**config.mk**
```make
export PLATFORM = sky130hd
export DESIGN_NAME = pmcs_ctrl
export DESIGN_NICKNAME = d
export VERILOG_FILES = /design/src/pkg/pmcs_pkg.sv /design/src/hw/pmcs_int_div.sv /design/src/hw/pmcs_edge_count.sv /design/src/hw/pmcs_ctrl.sv
export SDC_FILE = /design/constraint.sdc
export NUM_CORES = 1
export LEC_CHECK = 0
export BUFFER_PORTS_ARGS = -buffer_cell sky130_fd_sc_hd__buf_2
export CAP_MARGIN = 0
export CORE_ASPECT_RATIO = 1.5
export CORE_UTILIZATION = 55
export DETAILED_ROUTE_END_ITERATION = 10
export PLACE_DENSITY_LB_ADDON = 0.08
export SYNTH_ARGS = -nofsm -noshare
export SYNTH_HDL_FRONTEND = slang
export SYNTH_SLANG_ARGS = --single-unit
```
**constraint.sdc**
```tcl
create_clock -name clk -period 7.54 [get_ports clk]
set_input_delay 1.131 -clock clk [delete_from_list [all_inputs] [get_ports clk]]
set_output_delay 1.131 -clock clk [all_outputs]
set_load 0.05 [all_outputs]
```
**src/pkg/pmcs_pkg.sv**
```systemverilog
// pmcs_pkg: constants and types of the power-mode clock switch
// assumes a 50 MHz system clock and a 32-bit APB register port
package pmcs_pkg;
  localparam int CLK_MHZ = 50;
  // register byte offsets
  localparam logic [7:0] OSC_CONTROL_OFS = 8'h00;
  localparam logic [7:0] AUX_TIMER_CONTROL_OFS = 8'h04;
  localparam logic [7:0] STRAP_STATUS_OFS = 8'h08;
  // osc_control_reg field positions
  localparam int IDLE_SELECT_BIT = 7;
  localparam int FREQ_LSB = 4;
  localparam int PRIMARY_READY_BIT = 3;
  localparam int INTERNAL_STABLE_BIT = 2;
  localparam int CLOCK_SELECT_LSB = 0;
  // aux_timer_control_reg field positions
  localparam int AUX_ENABLE_BIT = 0;
  localparam int AUX_ACTIVE_BIT = 1;
  // status register field positions
  localparam int STATE_LSB = 0;
  localparam int ACTIVE_SRC_LSB = 4;
  // reset values
  localparam logic [2:0] FREQ_RESET = 3'h3;
  localparam logic [1:0] CLOCK_SELECT_RESET = 2'h0;
  // half-cycle edges of each source counted on a switch
  localparam int SWITCH_HALF_EDGES = 5;
  // cpu_ready_delay
  localparam int CPU_READY_DELAY_NS = 2000;
  localparam int CPU_READY_CYCLES = (CPU_READY_DELAY_NS * CLK_MHZ + 999) / 1000;
  // slow internal oscillator half-period in system clocks
  localparam int SLOW_HALF_PERIOD = 200;
  typedef enum logic [1:0] {
    SRC_PRI = 2'h0,
    SRC_AUX = 2'h1,
    SRC_INT = 2'h2
  } pmcs_src_t;
  typedef enum logic [2:0] {
    ST_RUN = 3'h0,
    ST_SW_READY = 3'h1,
    ST_SW_OLD = 3'h2,
    ST_SW_NEW = 3'h3,
    ST_IDLE = 3'h4,
    ST_SLEEP = 3'h5,
    ST_WAKE_READY = 3'h6,
    ST_WAKE_DELAY = 3'h7
  } pmcs_state_t;
endpackage

```
**src/hw/pmcs_int_div.sv**
```systemverilog
// pmcs_int_div: half-cycle edge pulses of the internal oscillator block
// assumes freq_sel may change at any time; the new rate applies at once
`timescale 1ns/1ps
`default_nettype none
module pmcs_int_div import pmcs_pkg::*; #(
  parameter int SLOW_HALF = SLOW_HALF_PERIOD
) (
  input wire logic clk, // system clock
  input wire logic resetn, // async reset, low
  input wire logic [2:0] freq_sel, // internal frequency select
  output logic edge_out // one pulse per half cycle
);
  logic [7:0] cnt;
  logic [2:0] last_sel;
  logic [7:0] term;
  // terminal count: slow source for zero, else powers of two
  always_comb begin
    if (freq_sel == 3'h0) begin
      term = 8'(SLOW_HALF - 1);
    end else begin
      term = 8'((9'h1 << (3'h7 - freq_sel)) - 9'h1);
    end
  end
  // counter restarts on a frequency change
  always_ff @(posedge clk or negedge resetn) begin
    if (!resetn) begin
      cnt <= 8'h00;
      last_sel <= FREQ_RESET;
      edge_out <= 1'b0;
    end else begin
      last_sel <= freq_sel;
      edge_out <= (cnt >= term) || (freq_sel != last_sel);
      if ((cnt >= term) || (freq_sel != last_sel)) begin
        cnt <= 8'h00;
      end else begin
        cnt <= cnt + 8'h01;
      end
    end
  end
endmodule
`default_nettype wire

```
**src/hw/pmcs_edge_count.sv**
```systemverilog
// pmcs_edge_count: counts a fixed number of edge pulses after a start
// assumes start is not raised while a count is running
`timescale 1ns/1ps
`default_nettype none
module pmcs_edge_count import pmcs_pkg::*; #(
  parameter int EDGES = SWITCH_HALF_EDGES
) (
  input wire logic clk, // system clock
  input wire logic resetn, // async reset, low
  input wire logic start, // begin a count
  input wire logic edge_in, // source half-cycle pulse
  output logic done // pulse when count reached
);
  logic busy;
  logic [3:0] cnt;
  // count edges until the target is met
  always_ff @(posedge clk or negedge resetn) begin
    if (!resetn) begin
      busy <= 1'b0;
      cnt <= 4'h0;
      done <= 1'b0;
    end else begin
      done <= 1'b0;
      if (start) begin
        busy <= 1'b1;
        cnt <= 4'h0;
      end else if (busy && edge_in) begin
        if (cnt == 4'(EDGES - 1)) begin
          busy <= 1'b0;
          done <= 1'b1;
        end
        cnt <= cnt + 4'h1;
      end
    end
  end
endmodule
`default_nettype wire

```
**src/hw/pmcs_ctrl.sv**
```systemverilog
// pmcs_ctrl: power-mode and system clock switch controller, APB slave
// assumes oscillator edge pulses and ready levels synchronous to clk
//
// The register addresses and register access over APB are this design's own decisions.
`timescale 1ns/1ps
`default_nettype none
module pmcs_ctrl import pmcs_pkg::*; #(
  parameter int DELAY_CYCLES = CPU_READY_CYCLES,
  parameter int HALF_EDGES = SWITCH_HALF_EDGES,
  parameter int SLOW_HALF = SLOW_HALF_PERIOD
) (
  input wire logic clk, // system clock
  input wire logic resetn, // async reset, low
  input wire logic psel, // apb select
  input wire logic penable, // apb access phase
  input wire logic pwrite, // apb write
  input wire logic [7:0] paddr, // apb byte address
  input wire logic [31:0] pwdata, // apb write data
  output logic [31:0] prdata, // apb read data
  output logic pready, // apb ready
  output logic pslverr, // apb error, unmapped
  input wire logic sleep_req, // cpu sleep request pulse
  input wire logic wake_irq, // interrupt wake pulse
  input wire logic wake_wdt, // watchdog time-out pulse
  input wire logic two_speed_en, // two-speed start-up strap
  input wire logic fail_safe_en, // fail-safe monitor strap
  input wire logic wdt_select, // watchdog selected
  input wire logic primary_is_internal, // primary is fast internal
  input wire logic primary_edge, // primary half-cycle pulse
  input wire logic primary_ready, // primary oscillator ready
  input wire logic aux_edge, // aux half-cycle pulse
  input wire logic aux_ready, // aux oscillator ready
  input wire logic fast_int_stable, // fast internal stable
  output logic cpu_clk_en, // cpu clock enable
  output logic periph_clk_en, // peripheral clock enable
  output logic primary_osc_en, // primary oscillator run
  output logic aux_osc_en, // aux oscillator run
  output logic internal_osc_en, // fast internal run
  output logic slow_osc_en, // slow internal run
  output logic primary_ready_flag, // status flag
  output logic internal_stable_flag, // status flag
  output logic aux_osc_active_flag // status flag
);
  pmcs_state_t state;
  pmcs_src_t act_src;
  pmcs_src_t new_src;
  logic idle_select;
  logic [2:0] internal_freq_select;
  logic [1:0] clock_select;
  logic aux_osc_enable;
  logic boot_done;
  logic [15:0] dly;
  logic int_edge;
  logic cnt_start;
  logic cnt_done;
  logic cnt_edge;
  logic wake;
  pmcs_src_t tgt;
  logic [2:0] next_flags;
  logic apb_wr;
  logic apb_rd;
  logic [31:0] rd_word;
  logic rd_err;

  // source chosen by clock_select
  function automatic pmcs_src_t sel_to_src(input logic [1:0] sel);
    if (sel[1]) begin
      sel_to_src = SRC_INT;
    end else if (sel[0]) begin
      sel_to_src = SRC_AUX;
    end else begin
      sel_to_src = SRC_PRI;
    end
  endfunction

  // half-cycle pulse of a source
  function automatic logic src_edge(input pmcs_src_t s, input logic pe, input logic ae, input logic ie);
    if (s == SRC_PRI) begin
      src_edge = pe;
    end else if (s == SRC_AUX) begin
      src_edge = ae;
    end else begin
      src_edge = ie;
    end
  endfunction

  // readiness of a source
  function automatic logic src_ready(input pmcs_src_t s, input logic pr, input logic ar, input logic aen);
    if (s == SRC_PRI) begin
      src_ready = pr;
    end else if (s == SRC_AUX) begin
      src_ready = ar && aen;
    end else begin
      src_ready = 1'b1;
    end
  endfunction

  // flag pattern for a source driving the clock
  function automatic logic [2:0] src_flags(input pmcs_src_t s, input logic pint, input logic fst,
                                            input logic [2:0] fq);
    if (s == SRC_PRI) begin
      src_flags = {1'b1, pint && fst, 1'b0};
    end else if (s == SRC_AUX) begin
      src_flags = 3'h1;
    end else begin
      src_flags = {1'b0, fst && (fq != 3'h0), 1'b0};
    end
  endfunction

  assign tgt = sel_to_src(clock_select);
  assign wake = wake_irq || wake_wdt;
  assign cnt_start = ((state == ST_SW_READY) && src_ready(new_src, primary_ready, aux_ready, aux_osc_enable))
                     || ((state == ST_SW_OLD) && cnt_done);
  assign cnt_edge = (state == ST_SW_OLD) ? src_edge(act_src, primary_edge, aux_edge, int_edge)
                                         : src_edge(new_src, primary_edge, aux_edge, int_edge);

  // internal oscillator block edge generator
  pmcs_int_div #(
    .SLOW_HALF(SLOW_HALF)
  ) u_div (
    .clk(clk),
    .resetn(resetn),
    .freq_sel(internal_freq_select),
    .edge_out(int_edge)
  );

  // counts old and new source half cycles of a switch
  pmcs_edge_count #(
    .EDGES(HALF_EDGES)
  ) u_cnt (
    .clk(clk),
    .resetn(resetn),
    .start(cnt_start),
    .edge_in(cnt_edge),
    .done(cnt_done)
  );

  // apb access decode
  assign apb_wr = psel && penable && pready && pwrite;
  assign apb_rd = psel && penable && !pready && !pwrite;

  // read mux, unmapped addresses answer an error
  always_comb begin
    rd_word = 32'h0000_0000;
    rd_err = 1'b0;
    if (paddr == OSC_CONTROL_OFS) begin
      rd_word[IDLE_SELECT_BIT] = idle_select;
      rd_word[FREQ_LSB +: 3] = internal_freq_select;
      rd_word[PRIMARY_READY_BIT] = primary_ready_flag;
      rd_word[INTERNAL_STABLE_BIT] = internal_stable_flag;
      rd_word[CLOCK_SELECT_LSB +: 2] = clock_select;
    end else if (paddr == AUX_TIMER_CONTROL_OFS) begin
      rd_word[AUX_ENABLE_BIT] = aux_osc_enable;
      rd_word[AUX_ACTIVE_BIT] = aux_osc_active_flag;
    end else if (paddr == STRAP_STATUS_OFS) begin
      rd_word[STATE_LSB +: 3] = state;
      rd_word[ACTIVE_SRC_LSB +: 2] = act_src;
    end else begin
      rd_err = 1'b1;
    end
  end

  // apb handshake: one wait state, ready in the second access cycle
  always_ff @(posedge clk or negedge resetn) begin
    if (!resetn) begin
      pready <= 1'b0;
      pslverr <= 1'b0;
      prdata <= 32'h0000_0000;
    end else begin
      pready <= psel && penable && !pready;
      pslverr <= psel && penable && !pready && rd_err;
      if (apb_rd) begin
        prdata <= rd_word;
      end
    end
  end

  // software control bits; wake events never touch them
  always_ff @(posedge clk or negedge resetn) begin
    if (!resetn) begin
      idle_select <= 1'b0;
      internal_freq_select <= FREQ_RESET;
      clock_select <= CLOCK_SELECT_RESET;
      aux_osc_enable <= 1'b0;
    end else if (apb_wr) begin
      if (paddr == OSC_CONTROL_OFS) begin
        idle_select <= pwdata[IDLE_SELECT_BIT];
        internal_freq_select <= pwdata[FREQ_LSB +: 3];
        clock_select <= pwdata[CLOCK_SELECT_LSB +: 2];
      end else if (paddr == AUX_TIMER_CONTROL_OFS) begin
        aux_osc_enable <= pwdata[AUX_ENABLE_BIT];
      end
    end
  end

  // mode sequencer and active source
  always_ff @(posedge clk or negedge resetn) begin
    if (!resetn) begin
      state <= ST_RUN;
      act_src <= SRC_PRI;
      new_src <= SRC_PRI;
      boot_done <= 1'b0;
      dly <= 16'h0000;
    end else begin
      case (state)
        ST_RUN: begin
          if (!boot_done) begin
            boot_done <= 1'b1;
            if (two_speed_en) begin
              act_src <= SRC_INT;
            end
          end else if (sleep_req) begin
            if (idle_select) begin
              state <= ST_IDLE;
            end else begin
              state <= ST_SLEEP;
            end
          end else if ((tgt != act_src) && !((tgt == SRC_AUX) && !aux_osc_enable)) begin
            new_src <= tgt;
            state <= ST_SW_READY;
          end
        end
        ST_SW_READY: begin
          if (src_ready(new_src, primary_ready, aux_ready, aux_osc_enable)) begin
            state <= ST_SW_OLD;
          end
        end
        ST_SW_OLD: begin
          if (cnt_done) begin
            state <= ST_SW_NEW;
          end
        end
        ST_SW_NEW: begin
          if (cnt_done) begin
            act_src <= new_src;
            state <= ST_RUN;
          end
        end
        ST_IDLE: begin
          if (wake) begin
            dly <= 16'h0000;
            state <= ST_WAKE_DELAY;
          end
        end
        ST_SLEEP: begin
          if (wake) begin
            state <= ST_WAKE_READY;
          end
        end
        ST_WAKE_READY: begin
          dly <= 16'h0000;
          if (two_speed_en || fail_safe_en) begin
            act_src <= SRC_INT;
            state <= ST_WAKE_DELAY;
          end else if (src_ready(tgt, primary_ready, aux_ready, aux_osc_enable)) begin
            act_src <= tgt;
            state <= ST_WAKE_DELAY;
          end
        end
        ST_WAKE_DELAY: begin
          if (dly == 16'(DELAY_CYCLES - 1)) begin
            state <= ST_RUN;
          end else begin
            dly <= dly + 16'h0001;
          end
        end
        default: begin
          state <= ST_RUN;
        end
      endcase
    end
  end

  // flag value for the next cycle
  always_comb begin
    next_flags = {primary_ready_flag, internal_stable_flag, aux_osc_active_flag};
    if ((state == ST_RUN) && boot_done && sleep_req && !idle_select) begin
      next_flags = 3'h0;
    end else if ((state == ST_SW_NEW) && cnt_done) begin
      next_flags = src_flags(new_src, primary_is_internal, fast_int_stable, internal_freq_select);
    end else if (state == ST_RUN) begin
      next_flags = src_flags(act_src, primary_is_internal, fast_int_stable, internal_freq_select);
    end else if (state == ST_WAKE_DELAY) begin
      next_flags = src_flags(act_src, primary_is_internal, fast_int_stable, internal_freq_select);
    end
  end

  // status flags, held through idle
  always_ff @(posedge clk or negedge resetn) begin
    if (!resetn) begin
      primary_ready_flag <= 1'b0;
      internal_stable_flag <= 1'b0;
      aux_osc_active_flag <= 1'b0;
    end else begin
      primary_ready_flag <= next_flags[2];
      internal_stable_flag <= next_flags[1];
      aux_osc_active_flag <= next_flags[0];
    end
  end

  // registered clock enables from the active source edge
  always_ff @(posedge clk or negedge resetn) begin
    if (!resetn) begin
      cpu_clk_en <= 1'b0;
      periph_clk_en <= 1'b0;
    end else begin
      cpu_clk_en <= src_edge(act_src, primary_edge, aux_edge, int_edge)
                    && (state inside {ST_RUN, ST_SW_READY, ST_SW_OLD, ST_SW_NEW});
      periph_clk_en <= src_edge(act_src, primary_edge, aux_edge, int_edge)
                       && !(state inside {ST_SLEEP, ST_WAKE_READY});
    end
  end

  // oscillator run controls
  always_ff @(posedge clk or negedge resetn) begin
    if (!resetn) begin
      primary_osc_en <= 1'b1;
      aux_osc_en <= 1'b0;
      internal_osc_en <= 1'b0;
      slow_osc_en <= 1'b0;
    end else begin
      primary_osc_en <= ((act_src == SRC_PRI) && !(state inside {ST_SLEEP, ST_WAKE_READY}))
                        || ((state inside {ST_SW_READY, ST_SW_OLD, ST_SW_NEW}) && (new_src == SRC_PRI))
                        || ((state == ST_WAKE_READY) && (tgt == SRC_PRI));
      aux_osc_en <= aux_osc_enable;
      internal_osc_en <= (state != ST_SLEEP) && ((act_src == SRC_INT) || (new_src == SRC_INT)
                         || (state == ST_WAKE_READY));
      slow_osc_en <= wdt_select || ((state != ST_SLEEP) && (act_src == SRC_INT)
                     && (internal_freq_select == 3'h0));
    end
  end
endmodule
`default_nettype wire

```
==> results of run 1 <==
routing by layer:
layer	vias to the layer above	routed length, µm	track usage [%]
met5	-	0	0
met4	0	269	16.95
met3	23	211	3.571
met2	55	4593	41.78
met1	1545	3295	24.85
li1	1561	-	-
how the worst max path moves through the flow:
stage                            startpoint      endpoint  slack, ns  depth (start not counted)
finish              internal_freq_select[1]  u_div.cnt[5]       4.60                         10
global route        internal_freq_select[1]  u_div.cnt[5]       4.32                         10
CTS                 internal_freq_select[1]  u_div.cnt[5]       4.56                         10
detailed placement  internal_freq_select[1]  u_div.cnt[5]       4.57                         10
global placement    internal_freq_select[1]  u_div.cnt[3]       4.64                         10
floorplan           internal_freq_select[1]  u_div.cnt[2]       4.81                         11
power groups by stage:
stage          logic [mW]  clock network (mW)  registers, mW
2_1_floorplan       0.390                   0          0.549
3_3_place_gp        0.466                   0          0.558
3_5_place_dp        0.479                   0          0.561
4_1_cts             0.482               0.276          0.554
5_1_grt             0.529               0.290          0.569
6_report            0.476               0.266          0.555
state kept, by name, indices dropped and copies added, names as in the netlist, 2 cells and up:
signal	count
u_div.cnt	8
state	3
prdata	8
dly	16
u_cnt.cnt	4
u_div.last_sel	3
new_src	2
internal_freq_select	3
act_src	2
clock_select	2
logic make-up after synthesis:
group	share of synthesized area [%]
other	0.09308
AOI/OAI and AO/OA	15.12
muxes	6.336
buffers and inverters	8.447
DFF	42.39
and+or+nand+nor	20.09
xor gates and xnor gates	3.478
adders and majority gates	4.037
cell usage in the layout (no fill, tap or decap), types with 5 or more instances in the layout:
| cell | count |
|---|---|
| xor2_1 | 5 |
| dfstp_2 | 5 |
| xnor2_1 | 11 |
| dfrtp_1 | 63 |
| mux2_2 | 12 |
| buf_2 | 49 |
| a21o_1 | 5 |
| inv_1 | 17 |
| o21ai_0 | 23 |
| nor3_1 | 7 |
| conb_1 | 24 |
| a21oi_1 | 23 |
| or3_1 | 7 |
| ha_1 | 13 |
| o31ai_1 | 10 |
| nor2b_1 | 7 |
| nor2_1 | 38 |
| mux2i_1 | 9 |
| nand2_1 | 32 |
| clkbuf_8 | 11 |
| nand3_1 | 20 |
| nand2b_1 | 6 |
stage by stage:
step                      hold WS (ns)  utilization (%)
after detailed placement        0.4364            60.26
final                           0.4456            62.73
after floorplan                 0.3533                -
after global placement          0.4329            60.26
after global routing            0.4590            62.73
after CTS                       0.4442            62.73
layout make-up:
cell class,count,area share (%)
repair buffers,50,5.763
multi-input cells,322,47.13
flip-flops and latches,68,38.94
well taps,97,2.767
inverters,17,1.455
clock buffers,14,3.709
clock inverters,2,0.2282
worst max-delay path: cells and delay by family (launching register included):
kind,cells,cell delay (ns)
AOI/OAI and AO/OA,4,1.16
adders and majority gates,2,0.57
DFF,1,0.68
and+or+nand+nor,4,0.38
==> qor.yml, run 1 <==
outcome:
  run_status: "finished, final reports clean"
synth:
  ys_seq_area_share_pct: 42.39
  synth-edff-count: 0
  synth.largest_area_cell: "dfrtp_1"
  ys_ff_latch: 68
  synth_top_area_share_pct: 39.13
  synth_area_mm2: 0.004029
  avgSynthCellArea_um2: 9.391
  async_reset_ff_share_pct: 100.0
  ys_types: 62
  synth_area_leaders: "dfrtp_1 39%, buf_4 4.5%, ha_1 4.0%, nor2_1 3.5%, mux2_2 3.4%"
  synthTopCellsByCount: "63 x dfrtp_1, 38 x nor2_1, 32 x nand2_1"
  yosysMostFrequentCell: "dfrtp_1"
  synth_ff_type: "dfrtp_1"
  yosysWarnings: 0
  netlist_instances: 429
worst_setup_path:
  setup.worst_path.class: "reg2reg"
  cp-start-kind: "flop"
  timing.critical_path.to_type: "flop"
  rr_startpoint: "internal_freq_select[1]"
  worstPathMaxFanout: 15
  r2r-end: "u_div.cnt[5]"
  worst_r2r_path_depth: 10
  worstPathRequired_ns: 7.74
  critPathMaxStageDelay_ns: 0.84
  critPathArrivalTime_ns: 3.14
  crit_chain: "nand3_1 -> ha_1 -> nand2_1 -> nor2_1 -> o21ai_0 -> o21ai_0 -> ha_1 -> a211oi_1 -> o31ai_1 -> nor2_1"
  slowest_stage: "o31ai_1"
  rrSetupSlack_ns: 4.60
pwr:
  swShare_pct: 40.81
  combPwrFrac_pct: 36.7
  ir_worst_vdd_mv: 0.1967
  clockPowerShare_pct: 20.5
  power_density_mw_per_mm2: 295.9
  p_total_mw: 1.298
  leakagePower_nw: 2.020
  p_seq_share_pct: 42.8
  intPower_mw: 0.7681
  p_switching_mw: 0.5295
min_path:
  holdPathStages: 0
  min_path_type: "reg2reg"
  hp-start: "internal_freq_select[0]"
  min_to: "u_div.last_sel[0]"
global_route:
  grt_pass1_vias: 3006
  grt_pass1_wl_mm: 13.65
  grt_usage_pct: 23.55
  grt_antenna_before_repair: 0
  gr-total-overflow: 0
  grt_max_degree: 69
detailed_routing:
  totalWireLength_mm: 8.370
  vias_per_cell: 5.586
  first_pass_iters: 4
  route.vias.total: 3184
  post-route-drc-count: 0
  drt-initial-drc-count: 119
  drtAntennaViolNets: 0
  wl_per_cell_um: 14.68
sta:
  layout_min_cycle_time_ns: 2.943
  fin_skew_ns: 0.006593
  hold_violations: 0
  rsz0062_at_grt: "no"
  worst_pin_slew_ns: 1.006
  max_freq_mhz: 339.8
  setup_viol: 0
  tns_ns: 0
  slew_violations: 0
  finalCritPeriodShare_pct: 39.03
  setup_ws_ns: 4.597
  slew_headroom_pct: 32.34
floorplanning:
  dieArea_mm2: 0.007678
  die_h_um: 106.8
  initial_core_util_pct: 57.63
  ios: 100
  core_area_mm2: 0.006990
  fp-row-count: 37
  chipWidth_um: 71.88
clock_network:
  cts.path.max_buffers: 2
  clk_pin_slew_ns: 0.07
  cts_sinks: 68
  h-tree-depth: 3
  cts_resized: 0
  numCtsBuffers: 9
  insertion_delay_ns: 0.35
  cts-root-buf: "clkbuf_8"
  tritoncts: "built"
  hold_buffers: 0
  post-cts-setup-buffers: 0
layout:
  design_area_mm2: 0.004385
  multi_input_area_mm2: 0.002067
  diodes: 0
  regArea_mm2: 0.001708
  drive_gt1_share_pct: 19.87
  fin_cells: 570
  nNetsFinal: 538
  syn_to_final_growth_pct: 8.851
  fillCellCount: 656
place:
  dp.cells: 554
  gp_congestion: 0.8966
  placed_cell_area_mm2: 0.004213
  pre_cts_ws_ns: 4.569
  dp_hpwl_mm: 6.173
  io_buffer_count: 49
flow_run:
  drv_cap: 0
(Power assumes the default switching activity.)
==> run 2: changes to the inputs <==
--- a/config.mk
+++ b/config.mk
@@ -8,7 +8,7 @@
 export BUFFER_PORTS_ARGS = -buffer_cell sky130_fd_sc_hd__buf_2
 export CAP_MARGIN = 0
 export CORE_ASPECT_RATIO = 1.5
-export CORE_UTILIZATION = 55
+export CORE_UTILIZATION = 49
 export DETAILED_ROUTE_END_ITERATION = 10
 export PLACE_DENSITY_LB_ADDON = 0.08
 export SYNTH_ARGS = -nofsm -noshare
==> constraint.sdc (replaced) <==
create_clock -name clk -period 2.4 [get_ports clk]
set_input_delay 0.36 -clock clk [delete_from_list [all_inputs] [get_ports clk]]
set_output_delay 0.36 -clock clk [all_outputs]
set_load 0.05 [all_outputs]
==> run 2 against run 1 <==
- sequential cell count unchanged
- clock skew about the same
- largest power group is now combinational cells
- die area increased by 12%
- total power increased to 3.6 times the previous value
- global-route usage decreased by 1.2 points
- highest routed layer unchanged
- non-clock buffer count increased by 14
- clock power increased to 4.7 times the previous value
==> qor.yml, run 2 (synthesized netlist as in run 1, its figures left out) <==
outcome:
  run_status: "finished, final reports clean"
floorplanning:
  die_h_um: 113.1  # +5.8%
  fp-row-count: 40  # +8.1%
  core_area_mm2: 0.008008  # +15%
  initial_core_util_pct: 50.31  # -7.3 points
  chipWidth_um: 76.04  # +5.8%
  ios: 100  # unchanged
  dieArea_mm2: 0.008596  # +12%
layout:
  largest_reg_flops: 16  # unchanged
  drive_gt1_share_pct: 23.77  # +3.9 points
  final_common_cell: "dfrtp_1"
  layout_common_cells: "63 x dfrtp_1, 49 x buf_2, 38 x nor2_1"
  syn_to_final_growth_pct: 16.86
  nNetsFinal: 553  # +2.8%
  top_regs: "dly: 16 flops, prdata: 8 flops, u_div.cnt: 8 flops"
  fillCellCount: 721  # +9.9%
  regArea_mm2: 0.001708  # unchanged
  multi_input_area_mm2: 0.002148  # +3.9%
  top_register: "dly"
  fin_cells: 593  # +4.0%
  diodes: 0  # unchanged
global_route:
  grt_usage_pct: 22.38  # -1.2 points
  grt_antenna_before_repair: 0  # unchanged
  gr-total-overflow: 0  # unchanged
  grt_pass1_wl_mm: 14.99  # +9.9%
  grt_pass1_vias: 3150  # +4.8%
  grt_max_degree: 44  # -36%
worst_setup_path:
  worst_r2r_path_depth: 10  # unchanged
  cp-start-kind: "flop"
  critPathArrivalTime_ns: 2.55  # -0.59 ns
  worstPathRequired_ns: 2.65  # -5.09 ns
  setup.worst_path.class: "reg2reg"
  rr_startpoint: "internal_freq_select[1]"
  timing.critical_path.to_type: "flop"
  rrSetupSlack_ns: 0.1  # -4.50 ns
  r2r-end: "u_div.cnt[5]"
  worstPathMaxFanout: 6  # -9
place:
  gp_congestion: 0.8391  # -6.4%
  dp_hpwl_mm: 6.637  # +7.5%
  io_buffer_count: 49  # unchanged
  dp.cells: 575  # +3.8%
detailed_routing:
  drtAntennaViolNets: 0  # unchanged
  route.vias.total: 3198  # +0.44%
  first_pass_iters: 4  # unchanged
  totalWireLength_mm: 8.996  # +7.5%
  wl_per_cell_um: 15.17  # +3.3%
  vias_per_cell: 5.393  # -3.5%
  post-route-drc-count: 0  # unchanged
  drt-initial-drc-count: 142  # +19%
sta:
  hold_violations: 0  # unchanged
  whs_ns: 0.2472  # -0.1985 ns
  worst_pin_slew_ns: 0.5897  # -0.4166 ns
  slew_violations: 0  # unchanged
  fin_skew_ns: 0.006559  # -0.00003362 ns
  finalCritPeriodShare_pct: 95.86  # +57 points
  layout_min_cycle_time_ns: 2.301  # -0.6424 ns
  setup_viol: 0  # unchanged
  max_freq_mhz: 434.7  # +28%
  slew_headroom_pct: 59.67  # +27 points
clock_network:
  h-tree-depth: 3  # unchanged
  cts.path.max_buffers: 2  # unchanged
  cts-root-buf: "clkbuf_16"
  insertion_delay_ns: 0.33  # -0.02 ns
  numCtsBuffers: 9  # unchanged
  cts_sinks: 68  # unchanged
  clk_pin_slew_ns: 0.05  # -0.02 ns
  tritoncts: "built"
  post-cts-setup-buffers: 0  # unchanged
flow_run:
  drv_cap: 0  # unchanged
pwr:
  p_seq_share_pct: 35.9  # -6.9 points
  power_density_mw_per_mm2: 980.5  # +230%
  intPower_mw: 2.825  # +270%
  swShare_pct: 38.80  # -2.0 points
  leakagePower_nw: 2.162  # +7.0%
  ir_worst_vdd_mv: 0.6597  # +240%
  combPwrFrac_pct: 37.3  # +0.6 points
  p_switching_mw: 1.791  # +240%
  clockPowerShare_pct: 26.8  # +6.3 points
min_path:
  hp-start: "wdt_select"
  holdPathStages: 2  # +2
  min_to: "slow_osc_en"
  min_path_type: "in2reg"
==> run 2: worst max-delay path by stage <==
| stage | slack, ns | depth (start not counted) | end | startpoint |
|---|---|---|---|---|
| 6_report | 0.1 | 10 | u_div.cnt[5] | internal_freq_select[1] |
| 5_1_grt | -0.005 | 10 | u_div.cnt[6] | internal_freq_select[1] |
| 3_3_place_gp | 0.1 | 12 | u_div.cnt[2] | internal_freq_select[0] |
| 3_5_place_dp | 0.02 | 12 | u_div.cnt[5] | internal_freq_select[0] |
| 2_1_floorplan | 0.01 | 9 | u_div.cnt[2] | internal_freq_select[1] |
| 4_1_cts | 0.008 | 10 | u_div.cnt[5] | internal_freq_select[0] |
==> run 2: cell type report <==
class	count	area share (%)
Tap cell	105	2.790
Multi-Input combinational cell	323	45.63
Timing Repair Buffer	64	7.919
Clock buffer	14	5.820
Sequential cell	68	36.27
Inverter	17	1.355
Clock inverter	2	0.2126
==> run 2: power by group through the flow <==
stage	registers (mW)	logic, mW	clock network (mW)
finish	1.66	1.72	1.24
floorplan	1.73	1.24	0
detailed placement	1.67	1.67	0
CTS	1.65	1.68	1.27
global placement	1.66	1.63	0
global route	1.68	1.92	1.31
==> run 2: metal layers <==
layer  vias to the layer above  GRT usage (%)  part of all wire, %
met5                         -              0                    0
met4                         0          11.41                  3.0
met3                        19          3.387                  2.5
met2                        53          42.06                   55
met1                      1529          24.17                   39
li1                       1597              -                    -
==> run 2: metrics by stage <==
stage / area, µm² / setup WS, ns / total power, mW / utilization [%] / setup TNS (ns)
after CTS: 4647 / 0.007536 / 4.608 / 58.03 / 0
after global routing: 4708 / -0.004972 / 4.920 / 58.80 / -0.009063
final: 4708 / 0.09939 / 4.617 / 58.80 / 0
after floorplan: 4131 / 0.01304 / 2.963 / - / 0
after detailed placement: 4347 / 0.02232 / 3.342 / 54.28 / 0
after global placement: 4347 / 0.09753 / 3.294 / 54.28 / 0
==> run 2: critical path: stages, from the launching register on <==
cell	delay [ns]
dfstp_2	0.56
nand3_2	0.11
ha_4	0.20
nand2_1	0.08
nor2_1	0.04
o21ai_0	0.13
o21ai_0	0.12
ha_1	0.30
a211oi_2	0.41
o31ai_4	0.15
nor2_1	0.14
==> run 2: repair_timing <==
item	CTS	global route
hold buffers	1	0
endpoints found under the setup margin	1	9
cloned	0	1
hold endpoints to repair	3	0
pin swaps	0	3
resized for setup	1	9
==> run 3: changes to the inputs <==
--- a/config.mk
+++ b/config.mk
@@ -8,7 +8,8 @@
 export BUFFER_PORTS_ARGS = -buffer_cell sky130_fd_sc_hd__buf_2
 export CAP_MARGIN = 0
 export CORE_ASPECT_RATIO = 1.5
-export CORE_UTILIZATION = 49
+export CORE_UTILIZATION = 50
+export CTS_BUF_LIST = sky130_fd_sc_hd__clkbuf_4 sky130_fd_sc_hd__clkbuf_8
 export DETAILED_ROUTE_END_ITERATION = 10
 export PLACE_DENSITY_LB_ADDON = 0.08
 export SYNTH_ARGS = -nofsm -noshare
==> run 3 against run 2 <==
- sequential power about the same
- fmax up 0.54%
- combinational power about the same
- count of clock-buffer cells in the layout up 1
- non-clock buffer count down 2
- worst setup slack better by 0.012 ns
- sequential share of layout area up 0.90 points
- highest routed layer unchanged
- global-route usage up 0.71 points
- critical path depth down 1
==> qor.yml, run 3 (synthesized netlist as in run 1, its figures left out) <==
floorplanning:
  initial_core_util_pct: 52.26  # +1.9 points
  ios: 100  # unchanged
  dieArea_mm2: 0.008428  # -2.0%
  die_h_um: 111.9  # -0.99%
  core_area_mm2: 0.007710  # -3.7%
  chipWidth_um: 75.29  # -0.98%
  fp-row-count: 39  # -2.5%
sta:
  layout_min_cycle_time_ns: 2.288  # -0.01228 ns
  slew_headroom_pct: 52.38  # -7.3 points
  fin_skew_ns: 0.009890  # +0.003331 ns
  rsz0062_at_grt: "no"
  hold_violations: 0  # unchanged
  tns_ns: 0  # unchanged
  worst_pin_slew_ns: 0.7136  # +0.1239 ns
  slew_violations: 0  # unchanged
  max_freq_mhz: 437.0  # +0.54%
  finalCritPeriodShare_pct: 95.35  # -0.51 points
  setup_viol: 0  # unchanged
layout:
  design_area_mm2: 0.004594  # -2.4%
  syn_to_final_growth_pct: 14.04
  final_util_pct: 59.59  # +0.79 points
  final_common_cell: "dfrtp_1"
  fin_cells: 588  # -0.84%
  top_regs: "dly: 16 flops, prdata: 8 flops, u_div.cnt: 8 flops"
  drive_gt1_share_pct: 23.66  # -0.11 points
  top_register: "dly"
  nNetsFinal: 551  # -0.36%
  fillCellCount: 714  # -0.97%
  layout_common_cells: "63 x dfrtp_1, 49 x buf_2, 38 x nor2_1"
  largest_reg_flops: 16  # unchanged
  diodes: 0  # unchanged
worst_setup_path:
  critPathArrivalTime_ns: 2.52  # -0.03 ns
  slowest_stage: "dfstp_2"
  cp-startpoint: "internal_freq_select[1]"
  crit_chain: "nand3_1 -> ha_4 -> xnor2_1 -> o21a_1 -> ha_1 -> nand4_1 -> buf_4 -> o31ai_4 -> nor2_1"
  rr_startpoint: "internal_freq_select[1]"
  worstPathMaxFanout: 6  # unchanged
  critical_path.top_delay_family: "flip-flops"
  cp-start-kind: "flop"
  worstPathRequired_ns: 2.63  # -0.02 ns
  path_buf_inv: 1  # +1
  setup.worst_path.class: "reg2reg"
  timing.critical_path.to_type: "flop"
  critPathMaxStageDelay_ns: 0.55  # about the same
pwr:
  leakagePower_nw: 2.115  # -2.2%
  power_density_mw_per_mm2: 932.2  # -4.9%
  p_total_mw: 4.283  # -7.2%
  ir_worst_vdd_mv: 0.6811  # +3.2%
detailed_routing:
  vias_per_cell: 5.568  # +3.2%
  wl_per_cell_um: 15.36  # +1.2%
  first_pass_iters: 4  # unchanged
  route.vias.total: 3274  # +2.4%
  drt-initial-drc-count: 143  # +0.70%
  totalWireLength_mm: 9.030  # +0.38%
  drtAntennaViolNets: 0  # unchanged
  post-route-drc-count: 0  # unchanged
global_route:
  gr-total-overflow: 0  # unchanged
  grt_usage_pct: 23.09  # +0.71 points
  grt_pass1_vias: 3200  # +1.6%
  grt_pass1_wl_mm: 14.66  # -2.3%
  grt_antenna_before_repair: 0  # unchanged
  grt_max_degree: 44  # unchanged
clock_network:
  tritoncts: "built"
  numCtsBuffers: 9  # unchanged
  clk_pin_slew_ns: 0.07  # +0.02 ns
  cts-root-buf: "clkbuf_8"
  h-tree-depth: 3  # unchanged
  cts_sinks: 68  # unchanged
  hold_buffers: 0  # -1
  insertion_delay_ns: 0.35  # +0.02 ns
  cts.path.max_buffers: 2  # unchanged
flow_run:
  drv_cap: 0  # unchanged
place:
  dp_hpwl_mm: 6.733  # +1.4%
  placed_cell_area_mm2: 0.004328  # -0.43%
  dp.cells: 570  # -0.87%
  gp_congestion: 0.8657  # +3.2%
  io_buffer_count: 49  # unchanged
outcome:
  run_status: "finished, final reports clean"
min_path:
  min_path_type: "in2async"
run 3: repair_timing:
item | in CTS | in global routing
resized for setup | 0 | 8
endpoints found under the setup margin | 0 | 9
setup buffers | 0 | 1
run 3: final timing paths:
kind	endpoint	cells past startpoint	slack [ns]
min reg2reg	prdata[3]	2	0.48
min in group clk	slow_osc_en	2	0.23
max	u_div.cnt[2]	9	0.11
max in group asynchronous	internal_freq_select[1]	2	1.69
max reg2reg	u_div.cnt[2]	9	0.11
min	dly[9]	1	0.01
run 3: worst register-to-register path, stage by stage, from the launching register on:
cell	delay [ns]
dfstp_2	0.55
nand3_1	0.12
ha_4	0.21
xnor2_1	0.12
o21a_1	0.19
ha_1	0.27
nand4_1	0.18
buf_4	0.21
o31ai_4	0.23
nor2_1	0.08
run 3: area by class of cell:
type,instances,area [µm²],area share [%]
multi-input combinational,323,2147,46.73
clock buffer,15,187.7,4.085
clock inverter,1,5.005,0.1089
timing repair buffer,62,355.3,7.734
inverter,17,63.81,1.389
sequential,68,1708,37.17
tap,102,127.6,2.778
run 3: report_power, final:
| group | switching, mW | leakage [nW] | total (mW) | internal, mW |
|---|---|---|---|---|
| combinational | 1.06 | 1.13 | 1.72 | 0.666 |
| clock | 0.414 | 0.104 | 0.908 | 0.494 |
| sequential | 0.277 | 0.877 | 1.65 | 1.38 |
run 3: layer usage:
metal / global-route usage [%] / up-vias / wire [µm]
met5: 0 / - / 0
met4: 11.36 / 0 / 289
met3: 4.977 / 21 / 281
met2: 40.89 / 55 / 4972
met1: 24.93 / 1604 / 3486
li1: - / 1594 / -
run 3: stage by stage:
stage	worst slack [ns]	hold WS [ns]
6_report	0.1117	0.01253
5_1_grt	0.01098	0.04360
4_1_cts	0.01647	0.02853
3_5_place_dp	0.03195	0.4100
3_3_place_gp	0.08948	0.4068
2_1_floorplan	0.01304	0.06441
